### src/hw/xmit_status_defs.svh
`ifndef XMIT_STATUS_DEFS_SVH
`define XMIT_STATUS_DEFS_SVH
// list status word fields
`define LSW_READY_BIT      0
`define LSW_COMPLETE_BIT   1
`define LSW_START_BIT      2
`define LSW_END_BIT        3
`define LSW_FRAME_IRQ_BIT  4
`define LSW_ERROR_BIT      5
`define LSW_RSVD_LO        6
`define LSW_RSVD_HI        7
`define LSW_FSB_LO         8
`define LSW_FSB_HI         15
// register byte offsets
`define REG_CTRL_OFS       12'h000
`define REG_STATE_OFS      12'h004
`define REG_IRQ_STAT_OFS   12'h008
`define REG_IRQ_EN_OFS     12'h00c
`define REG_IRQ_CLR_OFS    12'h010
`define REG_LAST_WORD_OFS  12'h014
`define REG_FRAMES_OFS     12'h018
// control register bits
`define CTRL_ENABLE_BIT    0
`define CTRL_RESUME_BIT    1
// interrupt status bits
`define IRQ_FRAME_BIT      0
`define IRQ_CHAIN_BIT      1
`define IRQ_ERROR_BIT      2
`define IRQ_WIDTH          3
`endif

### src/hw/xmit_status_pkg.sv
package xmit_status_pkg;
  typedef enum logic [1:0] {
    st_idle,
    st_wait_ready,
    st_in_frame,
    st_wait_done
  } walk_state_t;
endpackage

### src/hw/transmit_list_status_handler.sv
// Function
// - no list processing starts until ready bit 0 reads one; keep waiting (code checks it on a frame's start list only)
// - bit 4 set means interrupt right after that frame is transmitted
// - per-frame interrupt bit ignored when frame start bit 2 is zero
// - completion code written only to the frame's starting list
// - status word of a non-starting list is never changed
// - completion clears bit 0, sets bit 1, copies bits 2-4 and 6-7
// - completion bit 5 set on transmit or strip failure, else cleared
// - completion bits 8-15 hold the stripped frame status byte
`timescale 1ns/1ps
`include "xmit_status_defs.svh"
module transmit_list_status_handler (
  input  wire logic        core_clk,
  input  wire logic        reset,
  // ahb-lite slave
  input  wire logic        hsel,
  input  wire logic [11:0] haddr,
  input  wire logic [1:0]  htrans,
  input  wire logic        hwrite,
  input  wire logic [2:0]  hsize,
  input  wire logic [31:0] hwdata,
  input  wire logic        hready,
  output logic      [31:0] hrdata,
  output logic             hreadyout,
  output logic             hresp,
  // list fetch side: one list status word offered per handshake
  input  wire logic        list_valid,
  input  wire logic [15:0] list_status_word,
  input  wire logic        list_last,
  output logic             list_accept,
  output logic             list_hold,
  // frame handed to the transmitter
  output logic             frame_go,
  // transmitter completion report
  input  wire logic        frame_done,
  input  wire logic        frame_error,
  input  wire logic [7:0]  frame_status_byte,
  // status write-back
  output logic             wb_valid,
  output logic      [15:0] wb_word,
  output logic             irq
);
  typedef struct packed {
    xmit_status_pkg::walk_state_t st;
    logic                         expect_start;
    logic                         frame_irq;
    logic                         chain_end;
    logic [15:0]                  start_word;
    logic                         enable;
    logic [`IRQ_WIDTH-1:0]        irq_stat;
    logic [`IRQ_WIDTH-1:0]        irq_en;
    logic [15:0]                  last_word;
    logic [15:0]                  frames;
    logic                         dp_read;
    logic                         dp_write;
    logic [11:0]                  dp_addr;
    logic [31:0]                  rdata;
    logic                         accept;
    logic                         hold;
    logic                         go;
    logic                         wb_v;
    logic [15:0]                  wb_w;
    logic                         irq_o;
  } state_t;

  state_t s_reg;
  state_t s_next;
  logic [15:0] done_word;
  logic [`IRQ_WIDTH-1:0] clr;
  logic [`IRQ_WIDTH-1:0] ev;
  logic take;
  logic [31:0] rd;

  completion_word u_done (
    .request_word      (s_reg.start_word),
    .frame_error       (frame_error),
    .frame_status_byte (frame_status_byte),
    .done_word         (done_word)
  );

  function automatic logic [31:0] pad16(input logic [15:0] v);
    pad16 = {16'h0000, v};
  endfunction

  // word-aligned register match, byte lanes ignored
  function automatic logic word_hit(input logic [11:0] a, input logic [11:0] ofs);
    word_hit = (a[11:2] == ofs[11:2]);
  endfunction

  always_comb begin
    s_next = s_reg;
    clr = '0;
    ev = '0;
    rd = 32'h0000_0000;
    s_next.accept = 1'b0;
    s_next.go = 1'b0;
    s_next.wb_v = 1'b0;
    take = 1'b0;
    // bus data phase
    s_next.dp_read = 1'b0;
    s_next.dp_write = 1'b0;
    if (s_reg.dp_write) begin
      if (word_hit(s_reg.dp_addr, `REG_CTRL_OFS)) begin
        s_next.enable = hwdata[`CTRL_ENABLE_BIT];
      end else if (word_hit(s_reg.dp_addr, `REG_IRQ_EN_OFS)) begin
        s_next.irq_en = hwdata[`IRQ_WIDTH-1:0];
      end else if (word_hit(s_reg.dp_addr, `REG_IRQ_CLR_OFS)) begin
        clr = hwdata[`IRQ_WIDTH-1:0];
      end
    end
    if (hsel && hready && htrans[1]) begin
      s_next.dp_read = !hwrite;
      s_next.dp_write = hwrite;
      s_next.dp_addr = {haddr[11:2], 2'b00};
      if (word_hit(haddr, `REG_CTRL_OFS)) begin
        rd = {30'h0, 1'b0, s_reg.enable};
      end else if (word_hit(haddr, `REG_STATE_OFS)) begin
        rd = {28'h0, s_reg.hold, s_reg.expect_start, 2'(s_reg.st)};
      end else if (word_hit(haddr, `REG_IRQ_STAT_OFS)) begin
        rd = {29'h0, s_reg.irq_stat};
      end else if (word_hit(haddr, `REG_IRQ_EN_OFS)) begin
        rd = {29'h0, s_reg.irq_en};
      end else if (word_hit(haddr, `REG_LAST_WORD_OFS)) begin
        rd = pad16(s_reg.last_word);
      end else if (word_hit(haddr, `REG_FRAMES_OFS)) begin
        rd = pad16(s_reg.frames);
      end
      s_next.rdata = rd;
    end
    // list walk
    case (s_reg.st)
      xmit_status_pkg::st_idle: begin
        s_next.hold = 1'b0;
        if (s_reg.enable) begin
          s_next.st = xmit_status_pkg::st_wait_ready;
          s_next.expect_start = 1'b1;
        end
      end
      xmit_status_pkg::st_wait_ready: begin
        // only a list expected to start a frame waits on ready
        s_next.hold = list_valid && !list_status_word[`LSW_READY_BIT];
        if (!s_reg.enable) begin
          s_next.st = xmit_status_pkg::st_idle;
        end else if (list_valid && !s_reg.accept &&
                     list_status_word[`LSW_READY_BIT]) begin
          take = 1'b1;
          s_next.start_word = list_status_word;
          // frame interrupt only counts with the start bit
          s_next.frame_irq = list_status_word[`LSW_FRAME_IRQ_BIT] &
                             list_status_word[`LSW_START_BIT];
          s_next.chain_end = list_last;
          s_next.expect_start = 1'b0;
          s_next.hold = 1'b0;
          s_next.go = 1'b1;
          s_next.st = list_status_word[`LSW_END_BIT] ? xmit_status_pkg::st_wait_done
                                                     : xmit_status_pkg::st_in_frame;
        end
      end
      xmit_status_pkg::st_in_frame: begin
        // continuation lists: ready flag not looked at
        if (list_valid && !s_reg.accept) begin
          take = 1'b1;
          s_next.chain_end = list_last;
          if (list_status_word[`LSW_END_BIT]) begin
            s_next.st = xmit_status_pkg::st_wait_done;
          end
        end
      end
      xmit_status_pkg::st_wait_done: begin
        if (frame_done) begin
          // write back to the start list only; others untouched
          s_next.wb_v = 1'b1;
          s_next.wb_w = done_word;
          s_next.last_word = done_word;
          s_next.frames = s_reg.frames + 16'h0001;
          ev[`IRQ_FRAME_BIT] = s_reg.frame_irq;
          ev[`IRQ_CHAIN_BIT] = s_reg.chain_end;
          ev[`IRQ_ERROR_BIT] = frame_error;
          s_next.expect_start = 1'b1;
          s_next.st = s_reg.chain_end ? xmit_status_pkg::st_idle
                                      : xmit_status_pkg::st_wait_ready;
          if (s_reg.chain_end) begin
            s_next.enable = 1'b0;
          end
        end
      end
      default: s_next.st = xmit_status_pkg::st_idle;
    endcase
    s_next.accept = take;
    // set wins over clear
    s_next.irq_stat = (s_reg.irq_stat & ~clr) | ev;
    s_next.irq_o = |(s_next.irq_stat & s_next.irq_en);
  end

  always_ff @(posedge core_clk) begin
    if (reset) begin
      s_reg <= '0;
    end else begin
      s_reg <= s_next;
    end
  end

  assign hrdata = s_reg.rdata;
  assign hreadyout = 1'b1;
  assign hresp = 1'b0;
  assign list_accept = s_reg.accept;
  assign list_hold = s_reg.hold;
  assign frame_go = s_reg.go;
  assign wb_valid = s_reg.wb_v;
  assign wb_word = s_reg.wb_w;
  assign irq = s_reg.irq_o;

  a_no_start_unready: assert property (@(posedge core_clk) disable iff (reset)
    frame_go |-> $past(list_status_word[`LSW_READY_BIT]))
    else $error("frame started on unready list");
  a_wb_clears_ready: assert property (@(posedge core_clk) disable iff (reset)
    wb_valid |-> !wb_word[`LSW_READY_BIT] && wb_word[`LSW_COMPLETE_BIT])
    else $error("completion word ready/complete wrong");
  a_wb_copies_bits: assert property (@(posedge core_clk) disable iff (reset)
    wb_valid |-> wb_word[4:2] == s_reg.start_word[4:2]
                 && wb_word[7:6] == s_reg.start_word[7:6])
    else $error("completion word copy bits wrong");
  a_wb_error_bit: assert property (@(posedge core_clk) disable iff (reset)
    wb_valid |-> wb_word[`LSW_ERROR_BIT] == $past(frame_error))
    else $error("error bit mismatch");
  a_wb_fs_byte: assert property (@(posedge core_clk) disable iff (reset)
    wb_valid |-> wb_word[15:8] == $past(frame_status_byte))
    else $error("frame status byte mismatch");
  a_wb_after_done: assert property (@(posedge core_clk) disable iff (reset)
    wb_valid |-> $past(frame_done) && $past(s_reg.st) == xmit_status_pkg::st_wait_done)
    else $error("write-back without completed frame");
  a_one_wb_frame: assert property (@(posedge core_clk) disable iff (reset)
    wb_valid |=> !wb_valid)
    else $error("repeated write-back");
  a_frame_irq_gate: assert property (@(posedge core_clk) disable iff (reset)
    frame_go |=> s_reg.frame_irq == (s_reg.start_word[4] & s_reg.start_word[2]))
    else $error("frame interrupt not gated by start");
  a_frame_irq_set: assert property (@(posedge core_clk) disable iff (reset)
    wb_valid && s_reg.frame_irq |-> s_reg.irq_stat[`IRQ_FRAME_BIT])
    else $error("frame interrupt not raised");
  a_cont_no_ready: assert property (@(posedge core_clk) disable iff (reset)
    s_reg.st == xmit_status_pkg::st_in_frame && list_valid && !list_accept
    |=> list_accept)
    else $error("continuation list stalled");
  c_frame: cover property (@(posedge core_clk) disable iff (reset) wb_valid);
  c_err: cover property (@(posedge core_clk) disable iff (reset) wb_valid && wb_word[5]);
  c_irq: cover property (@(posedge core_clk) disable iff (reset) $rose(irq));
  c_hold: cover property (@(posedge core_clk) disable iff (reset) list_hold ##1 frame_go);
endmodule

### src/hw/completion_word.sv
`timescale 1ns/1ps
`include "xmit_status_defs.svh"
module completion_word (
  input  wire logic [15:0] request_word,
  input  wire logic        frame_error,
  input  wire logic [7:0]  frame_status_byte,
  output logic      [15:0] done_word
);
  always_comb begin
    done_word = request_word;
    done_word[`LSW_READY_BIT]    = 1'b0;
    done_word[`LSW_COMPLETE_BIT] = 1'b1;
    done_word[`LSW_ERROR_BIT]    = frame_error;
    done_word[`LSW_FSB_HI:`LSW_FSB_LO] = frame_status_byte;
  end
endmodule

### config.mk
export PLATFORM = sky130hd
export DESIGN_NAME = transmit_list_status_handler
export DESIGN_NICKNAME = d
export VERILOG_FILES = /design/src/hw/xmit_status_pkg.sv /design/src/hw/transmit_list_status_handler.sv /design/src/hw/completion_word.sv
export VERILOG_INCLUDE_DIRS = /design/src /design/src/hw
export SDC_FILE = /design/constraint.sdc
export NUM_CORES = 1
export LEC_CHECK = 0
export BUFFER_PORTS_ARGS = -buffer_cell sky130_fd_sc_hd__buf_2
export CORE_MARGIN = 3
export CORE_UTILIZATION = 50
export DETAILED_ROUTE_END_ITERATION = 10
export PLACE_DENSITY = 0.92
export SLEW_MARGIN = 20
export SYNTH_ARGS = -nofsm -noshare
export SYNTH_HDL_FRONTEND = slang
export SYNTH_SLANG_ARGS = --single-unit
### constraint.sdc
create_clock -name core_clk -period 1.9 [get_ports core_clk]
set_input_delay 0.095 -clock core_clk [delete_from_list [all_inputs] [get_ports core_clk]]
set_output_delay 0.095 -clock core_clk [all_outputs]
set_load 0.02 [all_outputs]
# Yosys cells after proc, flatten, opt, wreduce, memory -nomap -nowiden
# Index checks and enable logic that the tools add are counted.
dict set report totals {
  reg_bits 107
  inputBits 82
  output_inout_bits 55
}
dict set report classes {
  add_sub_neg 1
  n_eq_ne 17
  n_mux 41
  bitwise_logic 9
  reduce_logical 22
}
# cell n
set op_table {}
lappend op_table {{16-bit two-way mux} 6}
lappend op_table {{3-bit two-way mux} 11}
lappend op_table {{10-bit by 2-bit equality test with 1-bit output, second input constant} 3}
lappend op_table {{10-bit by 3-bit equality test with 1-bit output, second input constant} 3}
lappend op_table {{21-bit two-way mux} 1}
lappend op_table {{10-bit logical NOT} 2}
lappend op_table {{19-bit two-way mux} 1}
lappend op_table {{17-bit two-way mux} 1}
lappend op_table {{16-bit by 1-bit adder with 16-bit output, second input constant} 1}
lappend op_table {{2-bit inequality test, second input constant} 6}
lappend op_table {{1-bit two-way mux} 11}
lappend op_table {{10-bit by 1-bit equality test with 1-bit output, second input constant} 1}
lappend op_table {{2-bit two-way mux} 5}
lappend op_table {{5-bit AND reduction} 2}
lappend op_table {{2-bit case mux with 4 select lines} 1}
lappend op_table {{3-bit AND} 2}
lappend op_table {{1-bit case mux with 2 select lines} 3}
lappend op_table {{3-bit OR reduction} 2}
lappend op_table {{1-bit logical AND} 5}
lappend op_table {{2-bit equality test, second input constant} 2}
lappend op_table {{1-bit NOT} 4}
lappend op_table {{4-bit AND reduction} 1}
lappend op_table {{2-bit nonzero test} 2}
lappend op_table {{2-bit OR reduction} 2}
lappend op_table {{11 further kinds} 12}

# Longest topological paths before layout
# Gate-level depths: netlist (run 1).
dict set report depth {
  ltp_word 10
  depth_mapped 7
  depth_no_buf 7
}

# By module
# From an unflattened synthesis (run 1), not the netlist that was laid out.
dict set report hier_totals {
  cells_unflattened 539
  area_unflattened_um2 4375.4
}
# mod instances cells_each area_per_inst_um2
set modules_own_cells {}
lappend modules_own_cells {transmit_list_status_handler 1 521 4247.8}
lappend modules_own_cells {completion_word 1 18 127.6}

# Least setup slack after synthesis (run 1)
# OpenSTA, ideal clock, no wires.
dict set report synth_timing {
  path_kind {reg2reg}
  startpoint {reg s_reg[125] (netlist bit)}
  endpoint {reg s_reg[68] (netlist bit)}
  setup_ns 0.071
  arrival_ns 1.515
  t_required_ns 1.829
  slack_ns 0.315
  stages_incl_launch_ff 7
  path_buffers 2
  cell_sequence {dfxtp_1 -> ha_1 -> and2_0 -> buf_2 -> buf_1 -> nand2_1 -> a21oi_1}
}
dict set report synth_between {
  elab_chain_len 2
}
# item line
set synth_lines {}
lappend synth_lines {{start: declaration} transmit_list_status_handler.sv:66} ;# state_t s_reg;
lappend synth_lines {{start signal: assignment} transmit_list_status_handler.sv:199} ;# s_reg <= s_next;
lappend synth_lines {{2-bit equality test} transmit_list_status_handler.sv:131} ;# case (s_reg.st)
lappend synth_lines {{2-bit AND reduction (no line)} --}
# No other way between the ends.
# A chain may end at the register's enable or synchronous reset.

# Final worst setup path (run 1)
dict set report layout_timing {
  startpoint {reg s_reg[62] (netlist bit)}
  endpoint {reg s_reg (netlist bit irq)}
}
dict set report layout_between {
  elab_chain_len 10
  elab_cells_between_ends 15
  classes_between {2 x eq/ne; 7 x mux; 4 x bitwise; 2 x reduce/logical}
}
# item line
set layout_lines {}
lappend layout_lines {{10-bit by 3-bit equality test with 1-bit output} transmit_list_status_handler.sv:87} ;# word_hit = (a[11:2] == ofs[11:2]);
lappend layout_lines {{3-bit two-way mux} transmit_list_status_handler.sv:107} ;# end else if (word_hit(s_reg.dp_addr, `REG_IRQ_CLR_OFS)) begin
lappend layout_lines {{3-bit two-way mux} transmit_list_status_handler.sv:105} ;# end else if (word_hit(s_reg.dp_addr, `REG_IRQ_EN_OFS)) begin
lappend layout_lines {{3-bit two-way mux} transmit_list_status_handler.sv:103} ;# if (word_hit(s_reg.dp_addr, `REG_CTRL_OFS)) begin
lappend layout_lines {{3-bit two-way mux} transmit_list_status_handler.sv:102} ;# if (s_reg.dp_write) begin
lappend layout_lines {{3-bit NOT} transmit_list_status_handler.sv:191} ;# s_next.irq_stat = (s_reg.irq_stat & ~clr) | ev;
lappend layout_lines {{3-bit AND} transmit_list_status_handler.sv:191}
lappend layout_lines {{3-bit OR} transmit_list_status_handler.sv:191}
lappend layout_lines {{3-bit AND *} transmit_list_status_handler.sv:192} ;# s_next.irq_o = |(s_next.irq_stat & s_next.irq_en);
lappend layout_lines {{3-bit OR reduction *} transmit_list_status_handler.sv:192}
# Every way passes the cells marked *; elsewhere a longest branch is shown, timed or not.

==> impl_metrics.json, run 1 <==
{
  "p_total_mw": 3.45,
  "p_leak_nw": 1.78,
  "synth_area_leaders": "dfxtp_1, buf_4, nand2_1",
  "critPathMaxStageDelay_ns": 0.37,
  "synth_common_cells": "nand2_1, dfxtp_1, buf_4, a21oi_1, nor2_1",
  "cts_max_path_buffers": 2,
  "insertion_delay_ns": 0.36,
  "powerDensity_nw_per_um2": 787,
  "avgSynthCellArea_um2": 8.25,
  "grt_max_degree": 28,
  "vias": 3193,
  "worstMarginPinSlew_ns": 0.809,
  "grt_pass1_wl_um": 13900,
  "hpwl_um": 6010,
  "synth_cell_types": 51,
  "route.detailed.drc": 0,
  "hp-class": "in -> reg",
  "cts.sinks": 80,
  "wl_um": 8670,
  "overflow": 0,
  "core_um2": 7290,
  "async_flop_share_pct": 0,
  "drv_cap": 0,
  "cts_setup_buffers": 0,
  "relSlewSlack_pct": 45.9,
  "final_layout_size_suffix_gt1_share_pct": 20.2,
  "htreeDepth": 3,
  "clk_pin_slew_ns": 0.08,
  "nFillCells": 648,
  "synth_edf_count": 0,
  "synth.top_cell.area_share_pct": 42.6,
  "cts_tree": "done",
  "finalHoldViolations": 0,
  "rrSetupSlack_ns": 0.16,
  "ir_drop_mv": 0.632,
  "place_congestion": 0.905,
  "crit_slowest_cell": "nor4b_4",
  "synth-seq-cells": 80,
  "post-route-period-util_pct": 91.8,
  "setup.worst_path.end_class": "register",
  "cp_max_fo": 3,
  "min_period_ns": 1.74,
  "netlist_area_um2": 3760,
  "drt_first_iter_violations": 192,
  "num_rows": 31,
  "synth_top_area_cell": "dfxtp_1",
  "fin_nets": 603,
  "num_antenna_cells": 0,
  "wl_per_cell_um": 14.0,
  "setup_violations": 0,
  "dr.pass1.iters": 6,
  "status": "completed",
  "arrival_ns": 1.99,
  "cp-start-kind": "register",
  "synth_most_common_cell": "nand2_1",
  "worst_ep_required_time_ns": 2.15,
  "initial_utilization_pct": 51.6,
  "ant_nets": 0,
  "tns_ns": 0,
  "worstPathCellList": "nor4b_4 > nand4_2 > mux2_4 > a221o_1",
  "ys_seq_area_share_pct": 42.6,
  "max_freq_ghz": 0.573,
  "numCtsBuffers": 9,
  "largest_reg_flops": 43,
  "grt_pass1_vias": 3085,
  "cts_root_buf": "clkbuf_8",
  "track_usage_pct": 20.4,
  "synthFlopType": "dfxtp_1",
  "grt_antenna_before_repair": 0,
  "synthCells": 456,
  "fp.dieW_um": 92.8,
  "rsz0062_at_grt": "false",
  "io_buffers": 72,
  "synth_warnings": 0,
  "syn_to_final_growth_pct": 16.3,
  "dieArea_um2": 8600,
  "die_h_um": 92.8,
  "post_drt_via_cell_ratio": 5.16,
  "fin_skew_ns": 0.00847,
  "num_io_pins": 137,
  "critPathKind": "reg -> reg",
  "maxSlewViolCount": 0
}
==> worst max-delay path: cells and delay by family (launching register included) <==
family,cells,cell delay [ns]
and+or+nand+nor,2,0.61
DFF,1,0.35
muxes,1,0.35
AOI/OAI and AO/OA,1,0.32
==> worst paths after layout <==
check	startpoint	to	cells after the start
min	list_status_word[3]	s_reg[109]	3
max reg2reg	s_reg[62]	irq	4
min reg2reg	hrdata[5]	hrdata[5]	2
max	s_reg[62]	irq	4
==> through the flow <==
stage | setup WS, ns | hold WS, ns | instance area, µm² | instances | util (%)
2_1_floorplan | 0.315 | 0.179 | 3830 | 473 | -
3_3_place_gp | 0.214 | 0.302 | 3920 | 583 | 53.8
5_1_grt | 0.0260 | 0.0342 | 4380 | 619 | 60.0
4_1_cts | 0.0461 | 0.00868 | 4370 | 619 | 60.0
3_5_place_dp | 0.112 | 0.308 | 3920 | 583 | 53.8
6_report | 0.156 | 0.0248 | 4380 | 619 | 60.0
==> cell type report <==
cell class	instances	area, µm²	share of cell area [%]
Tap cell	99	124	2.83
Clock buffer	13	179	4.09
Clock inverter	2	60.1	1.37
Inverter	6	22.5	0.514
Timing Repair Buffer	103	646	14.7
Sequential cell	80	1600	36.6
Multi-Input combinational cell	316	1750	39.9
==> cells by family (layout without fill, tap and decap cells) <==
| kind of cell | after synthesis | in the layout | share of synthesized area, % |
|---|---|---|---|
| AND/OR/NAND/NOR | 178 | 178 | 22.1 |
| AO/OA/AOI/OAI | 92 | 92 | 15.0 |
| flip-flops | 80 | 80 | 42.6 |
| buffers and inverters | 77 | 124 | 12.9 |
| XOR/XNOR | 15 | 15 | 3.49 |
| multiplexers | 7 | 7 | 2.06 |
| adder cells (fa/ha/maj) | 5 | 5 | 1.66 |
| other | 2 | 19 | 0.200 |
==> repair_timing <==
action                     CTS  global route
hold endpoints to repair    22             0
hold buffers                21             0
resized for setup            0             2
setup endpoints to repair    0            13
==> metal layers <==
metal | wire, µm | global-route usage, % | part of all wire (%) | up-vias
li1 | - | - | - | 1594
met1 | 3480 | 24.0 | 40 | 1472
met2 | 4470 | 35.6 | 52 | 117
met3 | 611 | 5.28 | 7.0 | 10
met4 | 111 | 7.45 | 1.3 | 0
met5 | 0 | 0 | 0 | -
==> cell usage in the layout (no fill, tap or decap), types with 3 or more instances in the layout <==
cell,n
nand2_1,90
conb_1,19
o21ai_1,9
and3_1,6
and2_1,8
buf_2,72
xnor2_1,6
nand3_1,10
a22oi_1,18
dlygate4sd3_1,21
nand4_1,3
buf_4,10
clkbuf_8,13
ha_1,5
nor2b_1,5
nor3_1,4
dfxtp_1,80
and4_1,3
o21ai_0,6
mux2i_1,4
inv_1,6
xor2_1,9
a21oi_1,42
nor2_1,36
==> report_power, final <==
group | leakage (nW) | internal (mW) | total [mW] | switching (mW)
registers | 0.645 | 1.69 | 1.71 | 0.0172
logic | 1.02 | 0.111 | 0.274 | 0.163
clock network | 0.122 | 0.877 | 1.46 | 0.587
Note: power is estimated with default switching activity, not from simulation.
==> run 2: changes to the inputs <==
Settings changed: MAX_ROUTING_LAYER set to met4.
==> run 2 against run 1 <==
Against the previous run:
- critical path depth did not move
- clock-buffer cell count is the same
- worst hold slack improved by 0.0069 ns
- setup slack worse by 0.018 ns
- combinational power about the same
- critical endpoint unchanged
==> impl_metrics.json, run 2 (same netlist as run 1, synthesis figures left out) <==
{
  "io_buffers": 72,
  "track_usage_pct": 20.9,
  "cts_setup_buffers": 0,
  "rsz0062_at_grt": "false",
  "fp.dieW_um": 92.8,
  "grt_pass1_vias": 3097,
  "fin_skew_ns": 0.0109,
  "setup_violations": 0,
  "post-route-period-util_pct": 92.8,
  "critPathKind": "reg -> reg",
  "worstMarginPinSlew_ns": 0.843,
  "p_seq_share_pct": 49.6,
  "whs_path_depth": 3,
  "numCtsBuffers": 9,
  "intPower_mw": 2.68,
  "final_layout_size_suffix_gt1_share_pct": 20.2,
  "tns_ns": 0,
  "ir_drop_mv": 0.638,
  "core_um2": 7290,
  "vias": 3214,
  "status": "completed",
  "maxSlewViolCount": 0,
  "combPwrFrac_pct": 7.9,
  "relSlewSlack_pct": 43.6,
  "worst_ep_required_time_ns": 2.14,
  "cp_max_fo": 3,
  "max_freq_ghz": 0.567,
  "power.switching_mw": 0.767,
  "grt_antenna_before_repair": 0,
  "post_drt_via_cell_ratio": 5.19,
  "cts_root_buf": "clkbuf_8",
  "num_rows": 31,
  "p_leak_nw": 1.78,
  "insertion_delay_ns": 0.35,
  "num_antenna_cells": 0,
  "route.detailed.drc": 0,
  "cts.sinks": 80,
  "final_common_cell": "nand2_1",
  "num_io_pins": 137,
  "setup.worst_path.end_class": "register",
  "mostFrequentLayoutCells": "nand2_1, dfxtp_1, buf_2",
  "arrival_ns": 2.01,
  "switching_share_pct": 22.3,
  "dr.pass1.iters": 5,
  "initial_utilization_pct": 51.6,
  "wl_um": 8720,
  "syn_to_final_growth_pct": 16.3,
  "place_congestion": 0.921,
  "wl_per_cell_um": 14.1,
  "fin_nets": 603,
  "grt_max_degree": 28,
  "cts_max_path_buffers": 2,
  "clk_pin_slew_ns": 0.08,
  "largest_reg_flops": 43,
  "hp-class": "in -> reg",
  "hpwl_um": 6010,
  "finalHoldViolations": 0,
  "htreeDepth": 3,
  "p_clk_share_pct": 42.5,
  "min_period_ns": 1.76,
  "dieArea_um2": 8600,
  "overflow": 0,
  "die_h_um": 92.8,
  "cp-start-kind": "register",
  "ant_nets": 0,
  "reg2reg_depth": 4,
  "drv_cap": 0,
  "drt_first_iter_violations": 185,
  "utilization_pct": 60.0,
  "grt_pass1_wl_um": 13900,
  "cts_tree": "done",
  "powerDensity_nw_per_um2": 788
}
run 2: cell counts in the layout (fill, tap and decap cells not counted):
Identical to the previous run, type by type.
run 2: metrics by stage:
stage	cell area (µm²)	power, mW	setup slack (ns)	std cells	hold WS, ns
floorplan	3830	1.92	0.315	473	0.179
global placement	3920	1.97	0.214	583	0.302
detailed placement	3920	1.98	0.112	583	0.308
CTS	4370	3.46	0.0461	619	0.00868
global route	4380	3.57	0.0259	619	0.0363
finish	4380	3.45	0.138	619	0.0318
run 2: area by class of cell:
class	instances	area (µm²)
well taps	99	124
flip-flops and latches	80	1600
repair buffers	103	646
clock buffers	13	179
clock inverters	2	60.1
multi-input cells	316	1750
fillers	648	2910
inverters	6	22.5
run 2: timing repair:
item	in CTS	in global routing
endpoints found under the hold margin	22	0
setup endpoints to repair	0	13
hold buffers	21	0
resized for setup	0	2
run 2: worst paths after layout:
check | startpoint | end | slack, ns
worst max-delay path | s_reg[62] | irq | 0.14
worst min-delay path | list_status_word[3] | s_reg[109] | 0.03
worst max register to register | s_reg[62] | irq | 0.14
worst min register to register | hrdata[5] | hrdata[5] | 0.45
run 2: layer usage:
layer	track usage [%]	up-vias	share of wire, %
li1	-	1598	-
met1	24.2	1490	41
met2	35.5	112	51
met3	5.61	14	6.7
met4	6.35	0	1.3
met5	-	-	0
run 2: power by group through the flow:
stage	clock (mW)	sequential (mW)	combinational (mW)
2_1_floorplan	0	1.75	0.176
6_report	1.46	1.71	0.274
5_1_grt	1.56	1.71	0.300
3_5_place_dp	0	1.75	0.233
3_3_place_gp	0	1.75	0.223
4_1_cts	1.49	1.71	0.268
run 2: worst max-delay path, stage by stage, from the launching register on:
cell and delay (ns):
dfxtp_1 0.35, nor4b_4 0.39, nand4_2 0.25, mux2_4 0.35, a221o_1 0.32
